**src/core/idmac_defines.svh**
```systemverilog
// Offsets, field positions, reset values and sizes of the bus-master DMA channel control.
`ifndef IDMAC_DEFINES_SVH
`define IDMAC_DEFINES_SVH

// Register offsets within the bus-master base address window.
`define IDMAC_CMD_OFF         8'h08
`define IDMAC_STS_OFF         8'h0a

// Command register fields.
`define IDMAC_CMD_START_BIT   0
`define IDMAC_CMD_DIR_BIT     3
`define IDMAC_CMD_FPACT_BIT   8
`define IDMAC_CMD_FPDIR_BIT   9
`define IDMAC_CMD_RESET       16'h0000

// Status register fields.
`define IDMAC_STS_ACTIVE_BIT  0
`define IDMAC_STS_ERR_BIT     1
`define IDMAC_STS_IRQ_BIT     2
`define IDMAC_STS_CAP0_BIT    5
`define IDMAC_STS_CAP1_BIT    6
`define IDMAC_STS_SIMPLEX_BIT 7
`define IDMAC_CAP_RESET       1'b1

// Register port sizes and data path defaults.
`define IDMAC_ADDR_W          8
`define IDMAC_REG_W           16
`define IDMAC_DATA_W          32
`define IDMAC_FIFO_DEPTH      8

`endif

```
**src/core/idmac_pkg.sv**
```systemverilog
// Types shared by the bus-master DMA channel control, its checker and its bench.
`include "idmac_defines.svh"

package idmac_pkg;

  typedef struct packed {
    logic                      rd;
    logic                      wr;
    logic [`IDMAC_ADDR_W-1:0]  addr;
    logic [`IDMAC_REG_W-1:0]   wdata;
  } idmac_reg_req_t;

  typedef struct packed {
    logic active;
    logic dir;
  } idmac_fpdma_t;

endpackage

```
**src/core/idmac_fifo.sv**
```systemverilog
// Synchronous FIFO with registered valid and ready flags and a flush input.
`include "idmac_defines.svh"
`timescale 1ns/100ps
`default_nettype none

module idmac_fifo #(
  parameter int WIDTH = `IDMAC_DATA_W,
  parameter int DEPTH = `IDMAC_FIFO_DEPTH
) (
  input  wire logic             sys_clk,
  input  wire logic             rst_n,
  input  wire logic             flush,
  input  wire logic             in_valid,
  input  wire logic [WIDTH-1:0] in_data,
  output var  logic             in_ready,
  output var  logic             out_valid,
  output logic      [WIDTH-1:0] out_data,
  input  wire logic             out_ready
);

  localparam int AW = (DEPTH > 1) ? $clog2(DEPTH) : 1;
  localparam logic [AW:0] FULL_CNT = (AW+1)'(DEPTH);

  generate
    if (DEPTH < 2 || (DEPTH & (DEPTH - 1)) != 0 || WIDTH < 1) begin : g_bad
      $error("idmac_fifo needs a power-of-two DEPTH of at least 2 and WIDTH of at least 1.");
    end
  endgenerate

  logic [WIDTH-1:0] mem [DEPTH];
  logic [AW-1:0]    wr_ptr_reg;
  logic [AW-1:0]    rd_ptr_reg;
  logic [AW:0]      count_reg;
  logic [AW:0]      count_next;
  wire              push;
  wire              pop;

  assign push     = in_valid & in_ready & ~flush;
  assign pop      = out_valid & out_ready & ~flush;
  assign out_data = mem[rd_ptr_reg];

  always_comb begin
    if (flush) begin
      count_next = '0;
    end else begin
      count_next = count_reg + (AW+1)'(push) - (AW+1)'(pop);
    end
  end

  always_ff @(posedge sys_clk) begin
    if (push) begin
      mem[wr_ptr_reg] <= in_data;
    end
  end

  always_ff @(posedge sys_clk or negedge rst_n) begin
    if (!rst_n) begin
      wr_ptr_reg <= '0;
      rd_ptr_reg <= '0;
      count_reg  <= '0;
      in_ready   <= 1'b0;
      out_valid  <= 1'b0;
    end else begin
      wr_ptr_reg <= flush ? '0 : wr_ptr_reg + AW'(push);
      rd_ptr_reg <= flush ? '0 : rd_ptr_reg + AW'(pop);
      count_reg  <= count_next;
      in_ready   <= ~flush & (count_next != FULL_CNT);
      out_valid  <= ~flush & (count_next != '0);
    end
  end

endmodule

`default_nettype wire

```
**src/core/idmac_channel.sv**
```systemverilog
// Command and status control of one bus-master IDE DMA channel with its data buffer.
//
// What this block does
// Software picks direction with command bit 3 and leaves it alone while running.
// Direction bit ignores writes while the channel is active; writable again afterwards.
// Writing 1 to command bit 0 starts the DMA; the bit resets to stop.
// Data moves only while the start bit holds 1.
// Writing 0 to start stops and discards all engine state; no resume.
// Clearing start while active and unfinished aborts; buffered drive data may drop.
// Software should clear start only after status bit 0 or 2 shows completion.
// Status register sits at offset 0AH of the bus-master window.
// Command bit 9 reports first-party DMA direction, 1 meaning host to device.
// Command bit 8 reports first-party DMA active; resets to 0.
// Status bit 2 sets on drive interrupt; software clears it by writing 1.
// Status bit 0 sets with start; clears on last descriptor or start cleared.
// Reserved command bits read zero and writes to them have no effect.
`include "idmac_defines.svh"
`timescale 1ns/100ps
`default_nettype none

module idmac_channel
  import idmac_pkg::*;
#(
  parameter int DATA_W     = `IDMAC_DATA_W,
  parameter int FIFO_DEPTH = `IDMAC_FIFO_DEPTH
) (
  input  wire logic                     sys_clk,
  input  wire logic                     rst_n,
  input  wire idmac_reg_req_t           reg_req,
  output var  logic [`IDMAC_REG_W-1:0]  reg_rdata,
  input  wire logic                     src_valid,
  input  wire logic [DATA_W-1:0]        src_data,
  output var  logic                     src_ready,
  output var  logic                     snk_valid,
  output logic      [DATA_W-1:0]        snk_data,
  input  wire logic                     snk_ready,
  input  wire logic                     drive_irq_pin,
  input  wire logic                     last_desc_done,
  input  wire logic                     bus_error,
  input  wire idmac_fpdma_t             fpdma_state,
  output var  logic                     xfer_write,
  output var  logic                     engine_run,
  output var  logic                     engine_abort
);

  generate
    if (DATA_W < 8) begin : g_bad_width
      $error("idmac_channel needs DATA_W of at least 8.");
    end
  endgenerate

  //////////////////////////////////////////////////////////////////////////////////////////////

  logic       start_reg;
  logic       start_next;
  logic       dir_reg;
  logic       dir_next;
  logic       active_reg;
  logic       active_next;
  logic       irq_flag_reg;
  logic       irq_flag_next;
  logic       err_flag_reg;
  logic       err_flag_next;
  logic [1:0] cap_reg;
  logic [1:0] cap_next;
  logic       fp_active_reg;
  logic       fp_dir_reg;
  logic       irq_sync1_reg;
  logic       irq_sync2_reg;
  logic       irq_seen_reg;
  logic       abort_next;

  //////////////////////////////////////////////////////////////////////////////////////////////
  // Register decode.

  wire cmd_sel  = (reg_req.addr == `IDMAC_CMD_OFF);
  wire sts_sel  = (reg_req.addr == `IDMAC_STS_OFF);
  wire cmd_wr   = reg_req.wr & cmd_sel;
  wire sts_wr   = reg_req.wr & sts_sel;
  wire wr_start = reg_req.wdata[`IDMAC_CMD_START_BIT];
  wire wr_dir   = reg_req.wdata[`IDMAC_CMD_DIR_BIT];

  // A start only counts on a 0 to 1 change; rewriting 1 while running does not restart the transfer.
  wire start_rise = cmd_wr & wr_start & ~start_reg;
  wire stop_req   = cmd_wr & ~wr_start & start_reg;

  // The drive interrupt is counted once per rising edge after synchronising.
  wire irq_rise = irq_sync2_reg & ~irq_seen_reg;

  //////////////////////////////////////////////////////////////////////////////////////////////
  // Next-state logic of the command and status fields.

  // Only bits 0 and 3 of a command write are stored; reserved bits fall away.
  assign start_next = cmd_wr ? wr_start : start_reg;

  // The direction stays frozen while the channel is active.
  assign dir_next = (cmd_wr & ~active_reg) ? wr_dir : dir_reg;

  always_comb begin
    if (start_rise) begin
      active_next = 1'b1;
    end else if (last_desc_done | stop_req) begin
      active_next = 1'b0;
    end else begin
      active_next = active_reg;
    end
  end

  // A hardware set wins over a software clear arriving in the same cycle.
  always_comb begin
    if (irq_rise) begin
      irq_flag_next = 1'b1;
    end else if (sts_wr & reg_req.wdata[`IDMAC_STS_IRQ_BIT]) begin
      irq_flag_next = 1'b0;
    end else begin
      irq_flag_next = irq_flag_reg;
    end
  end

  always_comb begin
    if (bus_error & active_reg) begin
      err_flag_next = 1'b1;
    end else if (sts_wr & reg_req.wdata[`IDMAC_STS_ERR_BIT]) begin
      err_flag_next = 1'b0;
    end else begin
      err_flag_next = err_flag_reg;
    end
  end

  assign cap_next = sts_wr ? {reg_req.wdata[`IDMAC_STS_CAP1_BIT], reg_req.wdata[`IDMAC_STS_CAP0_BIT]} : cap_reg;

  // Stopping an active, unfinished transfer aborts it and flushes the buffer.
  assign abort_next = stop_req & active_reg & ~irq_flag_reg;

  //////////////////////////////////////////////////////////////////////////////////////////////
  // Read data.

  logic [`IDMAC_REG_W-1:0] cmd_view;
  logic [`IDMAC_REG_W-1:0] sts_view;
  wire [`IDMAC_REG_W-1:0] rd_mux;

  always_comb begin
    cmd_view = '0;
    cmd_view[`IDMAC_CMD_START_BIT] = start_reg;
    cmd_view[`IDMAC_CMD_DIR_BIT]   = dir_reg;
    cmd_view[`IDMAC_CMD_FPACT_BIT] = fp_active_reg;
    cmd_view[`IDMAC_CMD_FPDIR_BIT] = fp_dir_reg;
  end

  always_comb begin
    sts_view = '0;
    sts_view[`IDMAC_STS_ACTIVE_BIT] = active_reg;
    sts_view[`IDMAC_STS_ERR_BIT]    = err_flag_reg;
    sts_view[`IDMAC_STS_IRQ_BIT]    = irq_flag_reg;
    sts_view[`IDMAC_STS_CAP0_BIT]   = cap_reg[0];
    sts_view[`IDMAC_STS_CAP1_BIT]   = cap_reg[1];
  end

  assign rd_mux = cmd_sel ? cmd_view : (sts_sel ? sts_view : '0);

  //////////////////////////////////////////////////////////////////////////////////////////////
  // Registers.

  always_ff @(posedge sys_clk or negedge rst_n) begin
    if (!rst_n) begin
      start_reg    <= 1'b0;
      dir_reg      <= 1'b0;
      active_reg   <= 1'b0;
      irq_flag_reg <= 1'b0;
      err_flag_reg <= 1'b0;
      cap_reg      <= {2{`IDMAC_CAP_RESET}};
    end else begin
      start_reg    <= start_next;
      dir_reg      <= dir_next;
      active_reg   <= active_next;
      irq_flag_reg <= irq_flag_next;
      err_flag_reg <= err_flag_next;
      cap_reg      <= cap_next;
    end
  end

  always_ff @(posedge sys_clk or negedge rst_n) begin
    if (!rst_n) begin
      fp_active_reg <= 1'b0;
      fp_dir_reg    <= 1'b0;
    end else begin
      fp_active_reg <= fpdma_state.active;
      fp_dir_reg    <= fpdma_state.dir;
    end
  end

  always_ff @(posedge sys_clk or negedge rst_n) begin
    if (!rst_n) begin
      irq_sync1_reg <= 1'b0;
      irq_sync2_reg <= 1'b0;
      irq_seen_reg  <= 1'b0;
    end else begin
      irq_sync1_reg <= drive_irq_pin;
      irq_sync2_reg <= irq_sync1_reg;
      irq_seen_reg  <= irq_sync2_reg;
    end
  end

  always_ff @(posedge sys_clk or negedge rst_n) begin
    if (!rst_n) begin
      reg_rdata    <= '0;
      xfer_write   <= 1'b0;
      engine_run   <= 1'b0;
      engine_abort <= 1'b0;
    end else begin
      reg_rdata    <= reg_req.rd ? rd_mux : '0;
      xfer_write   <= dir_next;
      engine_run   <= start_next;
      engine_abort <= abort_next;
    end
  end

  //////////////////////////////////////////////////////////////////////////////////////////////
  // Data buffer, held flushed whenever the start bit is clear.

  idmac_fifo #(
    .WIDTH (DATA_W),
    .DEPTH (FIFO_DEPTH)
  ) u_fifo (
    .sys_clk   (sys_clk),
    .rst_n     (rst_n),
    .flush     (~start_reg),
    .in_valid  (src_valid),
    .in_data   (src_data),
    .in_ready  (src_ready),
    .out_valid (snk_valid),
    .out_data  (snk_data),
    .out_ready (snk_ready)
  );

endmodule

`default_nettype wire

```
**config.mk**
```make
export PLATFORM = sky130hd
export DESIGN_NAME = idmac_channel
export DESIGN_NICKNAME = d
export VERILOG_FILES = /design/src/core/idmac_pkg.sv /design/src/core/idmac_fifo.sv /design/src/core/idmac_channel.sv
export VERILOG_INCLUDE_DIRS = /design/src /design/src/core
export SDC_FILE = /design/constraint.sdc
export NUM_CORES = 1
export LEC_CHECK = 0
export ABC_AREA = 1
export BUFFER_PORTS_ARGS = -buffer_cell sky130_fd_sc_hd__buf_2
export CORE_UTILIZATION = 60
export CTS_BUF_LIST = sky130_fd_sc_hd__clkbuf_4 sky130_fd_sc_hd__clkbuf_8
export CTS_CLUSTER_DIAMETER = 120
export CTS_CLUSTER_SIZE = 16
export DETAILED_ROUTE_END_ITERATION = 16
export HOLD_SLACK_MARGIN = 0.05
export PLACE_DENSITY_LB_ADDON = 0.2
export SYNTH_ARGS = -nofsm -noshare
export SYNTH_HDL_FRONTEND = slang
export SYNTH_SLANG_ARGS = --single-unit
```
**constraint.sdc**
```tcl
create_clock -name sys_clk -period 3.3 [get_ports sys_clk]
set_clock_uncertainty 0.15 [all_clocks]
set_input_delay 0.33 -clock sys_clk [delete_from_list [all_inputs] [get_ports sys_clk]]
set_output_delay 0.33 -clock sys_clk [all_outputs]
set_load 0.005 [all_outputs]
```
After elaboration in Yosys (flattened, before gate mapping)
Memories as Yosys holds them, arrays and structs flattened.
Cells that the tools add are included.
{ "totals": {"reg_bits": 35, "ram_bits": 256, "inputBits": 67, "output_inout_bits": 53, "wordCells": 69, "mem_count": 1} }
{ "memory_table": {"columns": ["memory", "words", "width", "read_ports", "rd_clocked_by_memory_dff", "write_ports", "line", "source"], "rows": [
  ["u_fifo.mem", 8, 32, 1, 0, 1, "idmac_fifo.sv:30", "logic [WIDTH-1:0] mem [DEPTH];"]
]} }
{ "op_classes": {"n_addsub": 4, "n_eq_ne": 3, "muxes": 14, "n_bitwise": 25, "n_reduce_logical": 4} }
{ "ops": {"columns": ["op", "n"], "rows": [
  ["10-bit 2-to-1 mux", 2],
  ["1-bit AND", 19],
  ["8-bit by 4-bit equality test with 1-bit output, second input constant", 2],
  ["1-bit 2-to-1 mux", 8],
  ["7-bit 2-to-1 mux", 1],
  ["3-bit by 1-bit adder with 3-bit output", 2],
  ["3-bit 2-to-1 mux", 2],
  ["2-bit nonzero test", 3],
  ["1-bit NOT", 5],
  ["4-bit by 1-bit adder with 4-bit output", 1],
  ["4-bit 2-to-1 mux", 1],
  ["4-bit != test, second input constant", 1],
  ["4-bit nonzero test", 1],
  ["4-bit by 1-bit subtractor with 4-bit output", 1],
  ["1-bit bitwise OR", 1]
]} }

Longest topological paths before layout
Gate-level depths: netlist (run 1).
{ "logic_depth": {"ltp_word": 7, "mapped_depth": 11, "mapped_depth_nobuf": 11} }

Modules after synthesis
From an unflattened synthesis (run 1), not the netlist that was laid out.
{ "hier_totals": {"cells_unflattened": 970, "hier_area_um2": 11657.4} }
{ "by_module_without_submodules": {"columns": ["module", "instances", "cells_per_inst", "area_per_inst_um2", "seq_area_each_um2"], "rows": [
  ["idmac_fifo", 1, 871, 10715.3, 7987.7],
  ["idmac_channel", 1, 99, 942.2, 528.0]
]} }

Least setup slack after synthesis (run 1)
OpenSTA, ideal clock, no wires.
{ "synth_path": {"path_kind": "flip-flop to flip-flop", "from": "register, netlist name engine_run", "to": "memory u_fifo.mem[0][0] (netlist name), enable pin", "setup_time_ps": 421, "arrival_time_ps": 2200, "required_time_ps": 2729, "setup_slack_ps": 529, "path_stages_with_launch": 5, "path_buffers": 0, "synth_period_minus_slack_ps": 2771, "path_cell_list": "dfrtp_1 > inv_1 > nor2_1 > nand2_1 > nor2_1"} }
{ "synth_rtl": {"columns": ["item", "line"], "rows": [
  ["to (decl)", "idmac_fifo.sv:30"]
]} }

Worst setup path in the final report (run 1)
{ "layout_path": {"from": "input port reg_req[18] (netlist name)", "to": "register cap_reg[0]"} }
{ "layout_via": {"elab_chain_cells": 2} }
{ "layout_lines": {"columns": ["item", "line", "source"], "rows": [
  ["from (decl)", "idmac_channel.sv:29", "input wire idmac_reg_req_t reg_req,"],
  ["8-bit by 4-bit equality test with 1-bit output (no line)", null, null],
  ["1-bit AND", "idmac_channel.sv:79", "wire sts_wr = reg_req.wr & sts_sel;"],
  ["to (signal assigned)", "idmac_channel.sv:171", "cap_reg <= {2{`IDMAC_CAP_RESET}};"],
  ["to (signal assigned)", "idmac_channel.sv:178", "cap_reg <= cap_next;"],
  ["to (decl)", "idmac_channel.sv:64", "logic [1:0] cap_reg;"]
]} }
No other way between the ends.
A chain may end at the register's enable or synchronous reset.

==> results by group, run 1 <==
Final layout
  • Largest register FFs: 256
  • Final #Nets: 1207
  • Fraction of layout cells with a size suffix above 1: 15.01%
  • Area occupied by registers: 8523 um^2
  • Number of diodes: 0
  • Filler cell count: 1237
  • Synth-to-layout area growth: 15.62%
  • Multi-input logic area: approximately 2700 um^2
  • Finished Layout Cells: 1399

Synthesis
  • Yosys top cell area share: 66.26%
  • FF+latch count, synth: 289
  • EDFF count, synth: 256
  • Cells after Synth: between 900 and 1000
  • Primary FF master, synth: edfxtp_1
  • Post-Syn Area per Cell: approximately 12 um^2
  • Count of warnings emitted by yosys: 0
  • Asr flop ratio synth: 11.42%
  • Largest area contributor in the netlist: edfxtp_1
  • Top cells by count, synth: edfxtp_1, nor2_1, nand2_1
  • Most common cell in the netlist: edfxtp_1
  • Synth top area cells: edfxtp_1, nor2_1, dfrtp_1
  • Seq/Total Area, Yosys: between 70 and 80%
  • Netlist cell types: 27
  • Cell Area, Synth: 11600 um^2

Clock network
  • Clock root buffer: clkbuf_8
  • Clock slew at reported path FFs: roughly 100 ps
  • CTS sink cnt: 289
  • Post-cts sizing count: 0
  • Clock Path Buffers: 3
  • CTS tree: built
  • Clock Latency Late Sink: 550 ps
  • TritonCTS Buffers: 22
  • H-Tree Depth: 1

Timing
  • Ratio of final minimum period to clock period: 91.79%
  • Tmin final: 3029 ps
  • Final Setup Violations: 0
  • WHS: between 100 and 150 ps
  • Final hold vios: 0
  • Rel. slew slack: 50.18%
  • Fmax: 0.3301 GHz
  • Fin. max-slew vios: 0
  • Total negative slack: 0 ps
  • Least-Margin Pin Slew: 747.2 ps
  • Unrepaired setup endpoints after global routing: false

Detailed routing
  • Vias per cell: 5.430
  • Wire length per cell: 16.98 um
  • Post-Route WL: 23760 um
  • Drt pass-1 iters: 4
  • Via count: 7596
  • Iteration-0 DRC Markers: approximately 570
  • DRC viols: 0
  • ANT nets after route: 0

GRT
  • GRT Max-Usage Layer: met2
  • Pin count of the biggest net entering global routing: 130
  • Vias in the first global route: ~7400
  • Grt total ovfl: 0
  • Initial antenna violation count: 0
  • Met2 GRT Util: about two fifths
  • Grt met1 use: 32.91%
  • All-layer global routing usage: 24.34%
  • Met3 Use GR: 3.125%
  • First-pass GRT wire length: 37450 um

Pwr
  • LEAKAGE: 0.005064 uW
  • Pwr/cell area: 445.1 nW/um^2
  • Worst vdd ir: about 0.00036 V
  • Total power: about 6000 uW

Die
  • # rows: 50
  • Core region area: roughly 19000 um^2
  • Chip width: 141.1 um
  • Initial core utilization: 61.61%
  • Die span in y: between 100 and 150 um
  • Die area: between 15000 and 20000 um^2
  • I/O Pins: 120

Critical path
  • Crit path DAT: between 3000 and 4000 ps
  • R2R Setup Slk: 640 ps
  • Crit Path Max Fanout: 10
  • WP data required: 3650 ps
  • Worst Setup Path Type: input port to flop
  • Startpoint Class: input port
  • Worst r2r path cells: 5
  • Critical Path Sink Type: flop

Placement
  • Routability congestion estimate: 0.7569
  • Placed wire-length estimate: 12580 um
  • IO buf count: between 100 and 150
  • Post-Place Cells: 1303

Hold path
  • Hold Crit Class: input port to flop
  • Cells on Worst Hold Path: 6

Job
  • Max-cap violation count: 0

Run status
  • Status: finished, final reports clean
## worst paths after layout
check / end / from
worst max-delay path: cap_reg[0] / reg_req[18]
worst min-delay path: reg_rdata[6] / reg_req[20]
worst max register to register: u_fifo.mem[0][17] / engine_run
worst min register to register: irq_sync2_reg / irq_sync1_reg
max in group asynchronous: u_fifo.rd_ptr_reg[0] / rst_n
min in group asynchronous: err_flag_reg / rst_n
## per-layer routing
metal / share of wire (%) / wire length (um) / vias to the layer above
li1: - / - / 3642
met1: 42 / 10020 / 3622
met2: 49 / 11660 / 288
met3: 6.3 / 1496 / 44
met4: 2.4 / 582 / 0
met5: 0 / 0 / -
## critical path, cell delays in order
cell and delay, ps:
dlygate4sd3_1 530, buf_2 140, inv_1 60, nand4_1 80, dlygate4sd3_1 580, nor2_2 300, nand3_1 130, dlygate4sd3_1 580
nand2_1 70, dlygate4sd3_1 560
## through the flow
step                      setup WS [ps]  utilization [%]  cell area (um^2)
final                             270.9            71.23             13410
after global routing              107.9            71.23             13410
after CTS                         405.2            71.23             13410
after detailed placement          616.0            65.74             12380
after global placement            665.2            65.74             12380
after floorplan                   528.8                -             11630
## logic make-up after synthesis
kind of cell	synth area share, %
AOI/OAI and AO/OA	8.563
xor gates and xnor gates	0.1510
adders and majority gates	1.035
buffers and inverters	4.066
DFF	73.40
other	0.03232
and+or+nand+nor	12.75
## cell usage in the layout (no fill, tap or decap)
cell / instances
a21oi_1: 1
buf_12: 4
buf_2: 101
buf_4: 18
clkbuf_4: 8
clkbuf_8: 23
clkinv_2: 1
conb_1: 8
dfrtp_1: 29
dfrtp_4: 2
dfstp_2: 2
dlygate4sd3_1: 64
edfxtp_1: 256
fa_1: 1
ha_1: 8
inv_1: 28
inv_12: 1
nand2_1: 145
nand3_1: 10
nand4_1: 5
nor2_1: 213
nor2_2: 1
nor2_4: 8
nor3_1: 1
o21a_1: 1
o21ai_0: 132
o21ai_1: 64
or2_2: 2
xnor2_1: 2
## report_power, final
part	total, uW	internal [uW]	switching [uW]
clock network	1830	741	1090
registers	3990	3980	5.51
logic	155	72.4	82.5
total	5970	4800	1170
## what timing repair did
item	CTS	global route
hold buffers	64	0
buffers inserted	0	0
endpoints found under the hold margin	306	0
setup endpoints to repair	0	0
## final cells by class
class	count	area share [%]
Tap cell	260	2.425
Sequential cell	289	63.54
Clock inverter	1	0.1213
Timing Repair Buffer	187	10.15
Multi-Input combinational cell	602	20.13
Inverter	29	0.8209
Clock buffer	31	2.808
(Power assumes the default switching activity.)
==> run 2, diff against run 1 <==
--- a/config.mk
+++ b/config.mk
@@ -17,4 +17,5 @@
 export PLACE_DENSITY_LB_ADDON = 0.2
 export SYNTH_ARGS = -nofsm -noshare
 export SYNTH_HDL_FRONTEND = slang
+export SYNTH_HIERARCHICAL = 1
 export SYNTH_SLANG_ARGS = --single-unit
==> results by group, run 2 <==
Clock network
  • Clock slew at reported path FFs: 100 ps (about the same)
  • Post-cts sizing count: 0 (unchanged)
  • TritonCTS Buffers: 22 (unchanged)
  • CTS tree: built
  • Clock root buffer: clkbuf_8
  • Clock Path Buffers: 3 (unchanged)
  • H-Tree Depth: 1 (unchanged)
  • CTS sink cnt: 289 (unchanged)
  • Clock Latency Late Sink: 530 ps (-20 ps)

Die
  • I/O Pins: 120 (unchanged)
  • Initial core utilization: 61.70% (+0.094 points)
  • Chip width: 141.4 um (+0.24%)
  • Die span in y: 141.4 um (+0.24%)
  • Core region area: 18890 um^2 (+0.33%)
  • Die area: 19990 um^2 (+0.48%)
  • # rows: 50 (unchanged)

GRT
  • Pin count of the biggest net entering global routing: 130 (unchanged)
  • Vias in the first global route: 7453 (+0.15%)
  • Initial antenna violation count: 0 (unchanged)
  • Grt total ovfl: 0 (unchanged)
  • First-pass GRT wire length: 36940 um (-1.3%)
  • All-layer global routing usage: 24.02% (-0.33 points)

Detailed routing
  • DRC viols: 0 (unchanged)
  • ANT nets after route: 0 (unchanged)
  • Post-Route WL: 23360 um (-1.7%)
  • Via count: 7501 (-1.3%)
  • Iteration-0 DRC Markers: 546 (-3.9%)
  • Vias per cell: 5.385 (-0.83%)
  • Drt pass-1 iters: 5 (+1)
  • Wire length per cell: 16.77 um (-1.3%)

Final layout
  • Design area: 13460 um^2 (+0.36%)
  • Final #Nets: 1202 (-0.41%)
  • Commonest non-fill, non-tap cell in the layout: edfxtp_1
  • Synth-to-layout area growth: 15.48%
  • Fraction of layout cells with a size suffix above 1: 15.71% (+0.70 points)
  • Number of diodes: 0 (unchanged)
  • Largest register FFs: 256 (unchanged)
  • Most frequent cells in the layout: edfxtp_1, nor2_1, nand2_1

Synthesis
  • Yosys top cell area share: 65.94% (-0.32 points)
  • FF+latch count, synth: 289 (unchanged)
  • Count of warnings emitted by yosys: 6 (+6)
  • Asr flop ratio synth: 11.42% (unchanged)
  • Top cells by count, synth: edfxtp_1, nor2_1, nand2_1
  • Netlist cell types: 32 (+19%)
  • Seq/Total Area, Yosys: 73.05% (-0.35 points)
  • Post-Syn Area per Cell: 12.02 um^2 (+0.69%)
  • Primary FF master, synth: edfxtp_1
  • Cells after Synth: 970 (-0.21%)
  • Synth top area cells: edfxtp_1, nor2_1, dfrtp_1
  • EDFF count, synth: 256 (unchanged)
  • Largest area contributor in the netlist: edfxtp_1
  • Most common cell in the netlist: edfxtp_1
  • Cell Area, Synth: 11660 um^2 (+0.49%)

Pwr
  • LEAKAGE: 0.005108 uW (+0.86%)
  • Worst vdd ir: 0.0004475 V (+23%)
  • Pwr/cell area: 440.6 nW/um^2 (-1.0%)

Critical path
  • WP data required: 3630 ps (-20 ps)
  • Critical path's largest stage delay: 620 ps (+40 ps)
  • Startpoint Class: input port
  • Worst r2r path cells: 12 (+7)
  • Crit path DAT: 3300 ps (-80 ps)
  • R2R Setup Slk: 620 ps (-20 ps)
  • Crit Path Max Fanout: 8 (-2)
  • Slowest stage cell, crit path: dlygate4sd3_1
  • Crit path cell chain: dlygate4sd3_1 > buf_2 > nor2_2 > nand2_2 > dlygate4sd3_1 > nor2_8 > nand3_1 > dlygate4sd3_1 > nand2_1 > dlygate4sd3_1
  • Top cell by count, worst path: dlygate4sd3_1
  • Critical Path Sink Type: flop
  • Worst Setup Path Type: input port to flop

Placement
  • Placed wire-length estimate: 12260 um (-2.5%)
  • IO buf count: 101 (unchanged)
  • Cell Area, Placed: 12440 um^2 (+0.45%)
  • Routability congestion estimate: 0.7617 (+0.63%)

Timing
  • Unrepaired setup endpoints after global routing: false
  • Fin. max-slew vios: 0 (unchanged)
  • Rel. slew slack: 51.76% (+1.6 points)
  • Final Setup Violations: 0 (unchanged)
  • Total negative slack: 0 ps (unchanged)
  • Least-Margin Pin Slew: 723.6 ps (-23.68 ps)
  • Fmax: 0.3368 GHz (+2.0%)
  • Ratio of final minimum period to clock period: 89.98% (-1.8 points)
  • Final hold vios: 0 (unchanged)
  • Tmin final: 2969 ps (-59.62 ps)

Hold path
  • Cells on Worst Hold Path: 6 (unchanged)
  • Hold Crit Class: input port to flop

Run status
  • Status: finished, final reports clean

Job
  • Max-cap violation count: 0 (unchanged)
[run 2: changes by cell type in the layout (fill, tap and decap cells not counted), moves of 3 or more]
cell / before / now
nand2_2: 0 / 3
nand2_1: 145 / 135
nor2_1: 213 / 216
nand4_1: 5 / 2
buf_4: 18 / 13
[run 2: layer usage]
metal / part of all wire (%) / vias to the layer above / routed length (um) / global-route usage [%]
met4: 2.2 / 0 / 506 / 8.432
met5: 0 / - / 0 / 0
met2: 51 / 214 / 11950 / 42.05
li1: - / 3623 / - / -
met1: 41 / 3616 / 9666 / 31.15
met3: 5.3 / 48 / 1234 / 3.105
[run 2: final timing paths]
check,endpoint,startpoint
setup / recovery,cap_reg[1],reg_req[18]
setup reg to reg,u_fifo/in_ready,engine_run
max in group asynchronous,u_fifo/rd_ptr_reg[0],rst_n
hold reg to reg,irq_sync2_reg,irq_sync1_reg
hold / removal,reg_rdata[2],reg_req[22]
min in group asynchronous,reg_rdata[1],rst_n
[run 2: critical path, delay by kind of cell]
family / cells / cell delay, ps
AND/OR/NAND/NOR: 5 / 560
buffers and inverters: 5 / 2410
[run 2: cell families after synthesis]
family / count (synthesis) / share of synthesized area (%)
buf+inv: 88 / 4.068
flops: 289 / 73.05
other cells: 1 / 0.03217
fa+ha+maj: 9 / 1.030
simple gates: 384 / 13.19
xor+xnor: 2 / 0.1503
compound gates: 197 / 8.479
[run 2: through the flow]
step	setup slack, ps	total power, uW	utilization [%]	hold slack, ps	cells
floorplan	393.9	4097	-	-115.6	977
global placement	641.8	4166	65.82	183.5	1298
detailed placement	627.6	4170	65.82	184.7	1298
CTS	322.2	5962	71.25	53.50	1393
global route	199.9	6106	71.25	94.04	1393
finish	330.5	5931	71.25	94.37	1393
[run 2: what timing repair did]
action | 4_1_cts | 5_1_grt
buffers inserted | 0 | 0
hold endpoints to repair | 306 | 0
hold buffers | 64 | 0
[run 2: power by group]
part           total, uW  switching [uW]  internal, uW
clock               1790            1060           728
sequential          3990            3.84          3980
combinational        155            81.3          74.0
[run 2: layout make-up]
cell class | instances | area [um^2]
clock inverters | 1 | 16.27
well taps | 260 | 325.3
fillers | 1319 | 5431
clock buffers | 30 | 369.1
flip-flops and latches | 289 | 8523
multi-input cells | 600 | 2754
repair buffers | 184 | 1364
inverters | 29 | 110.1
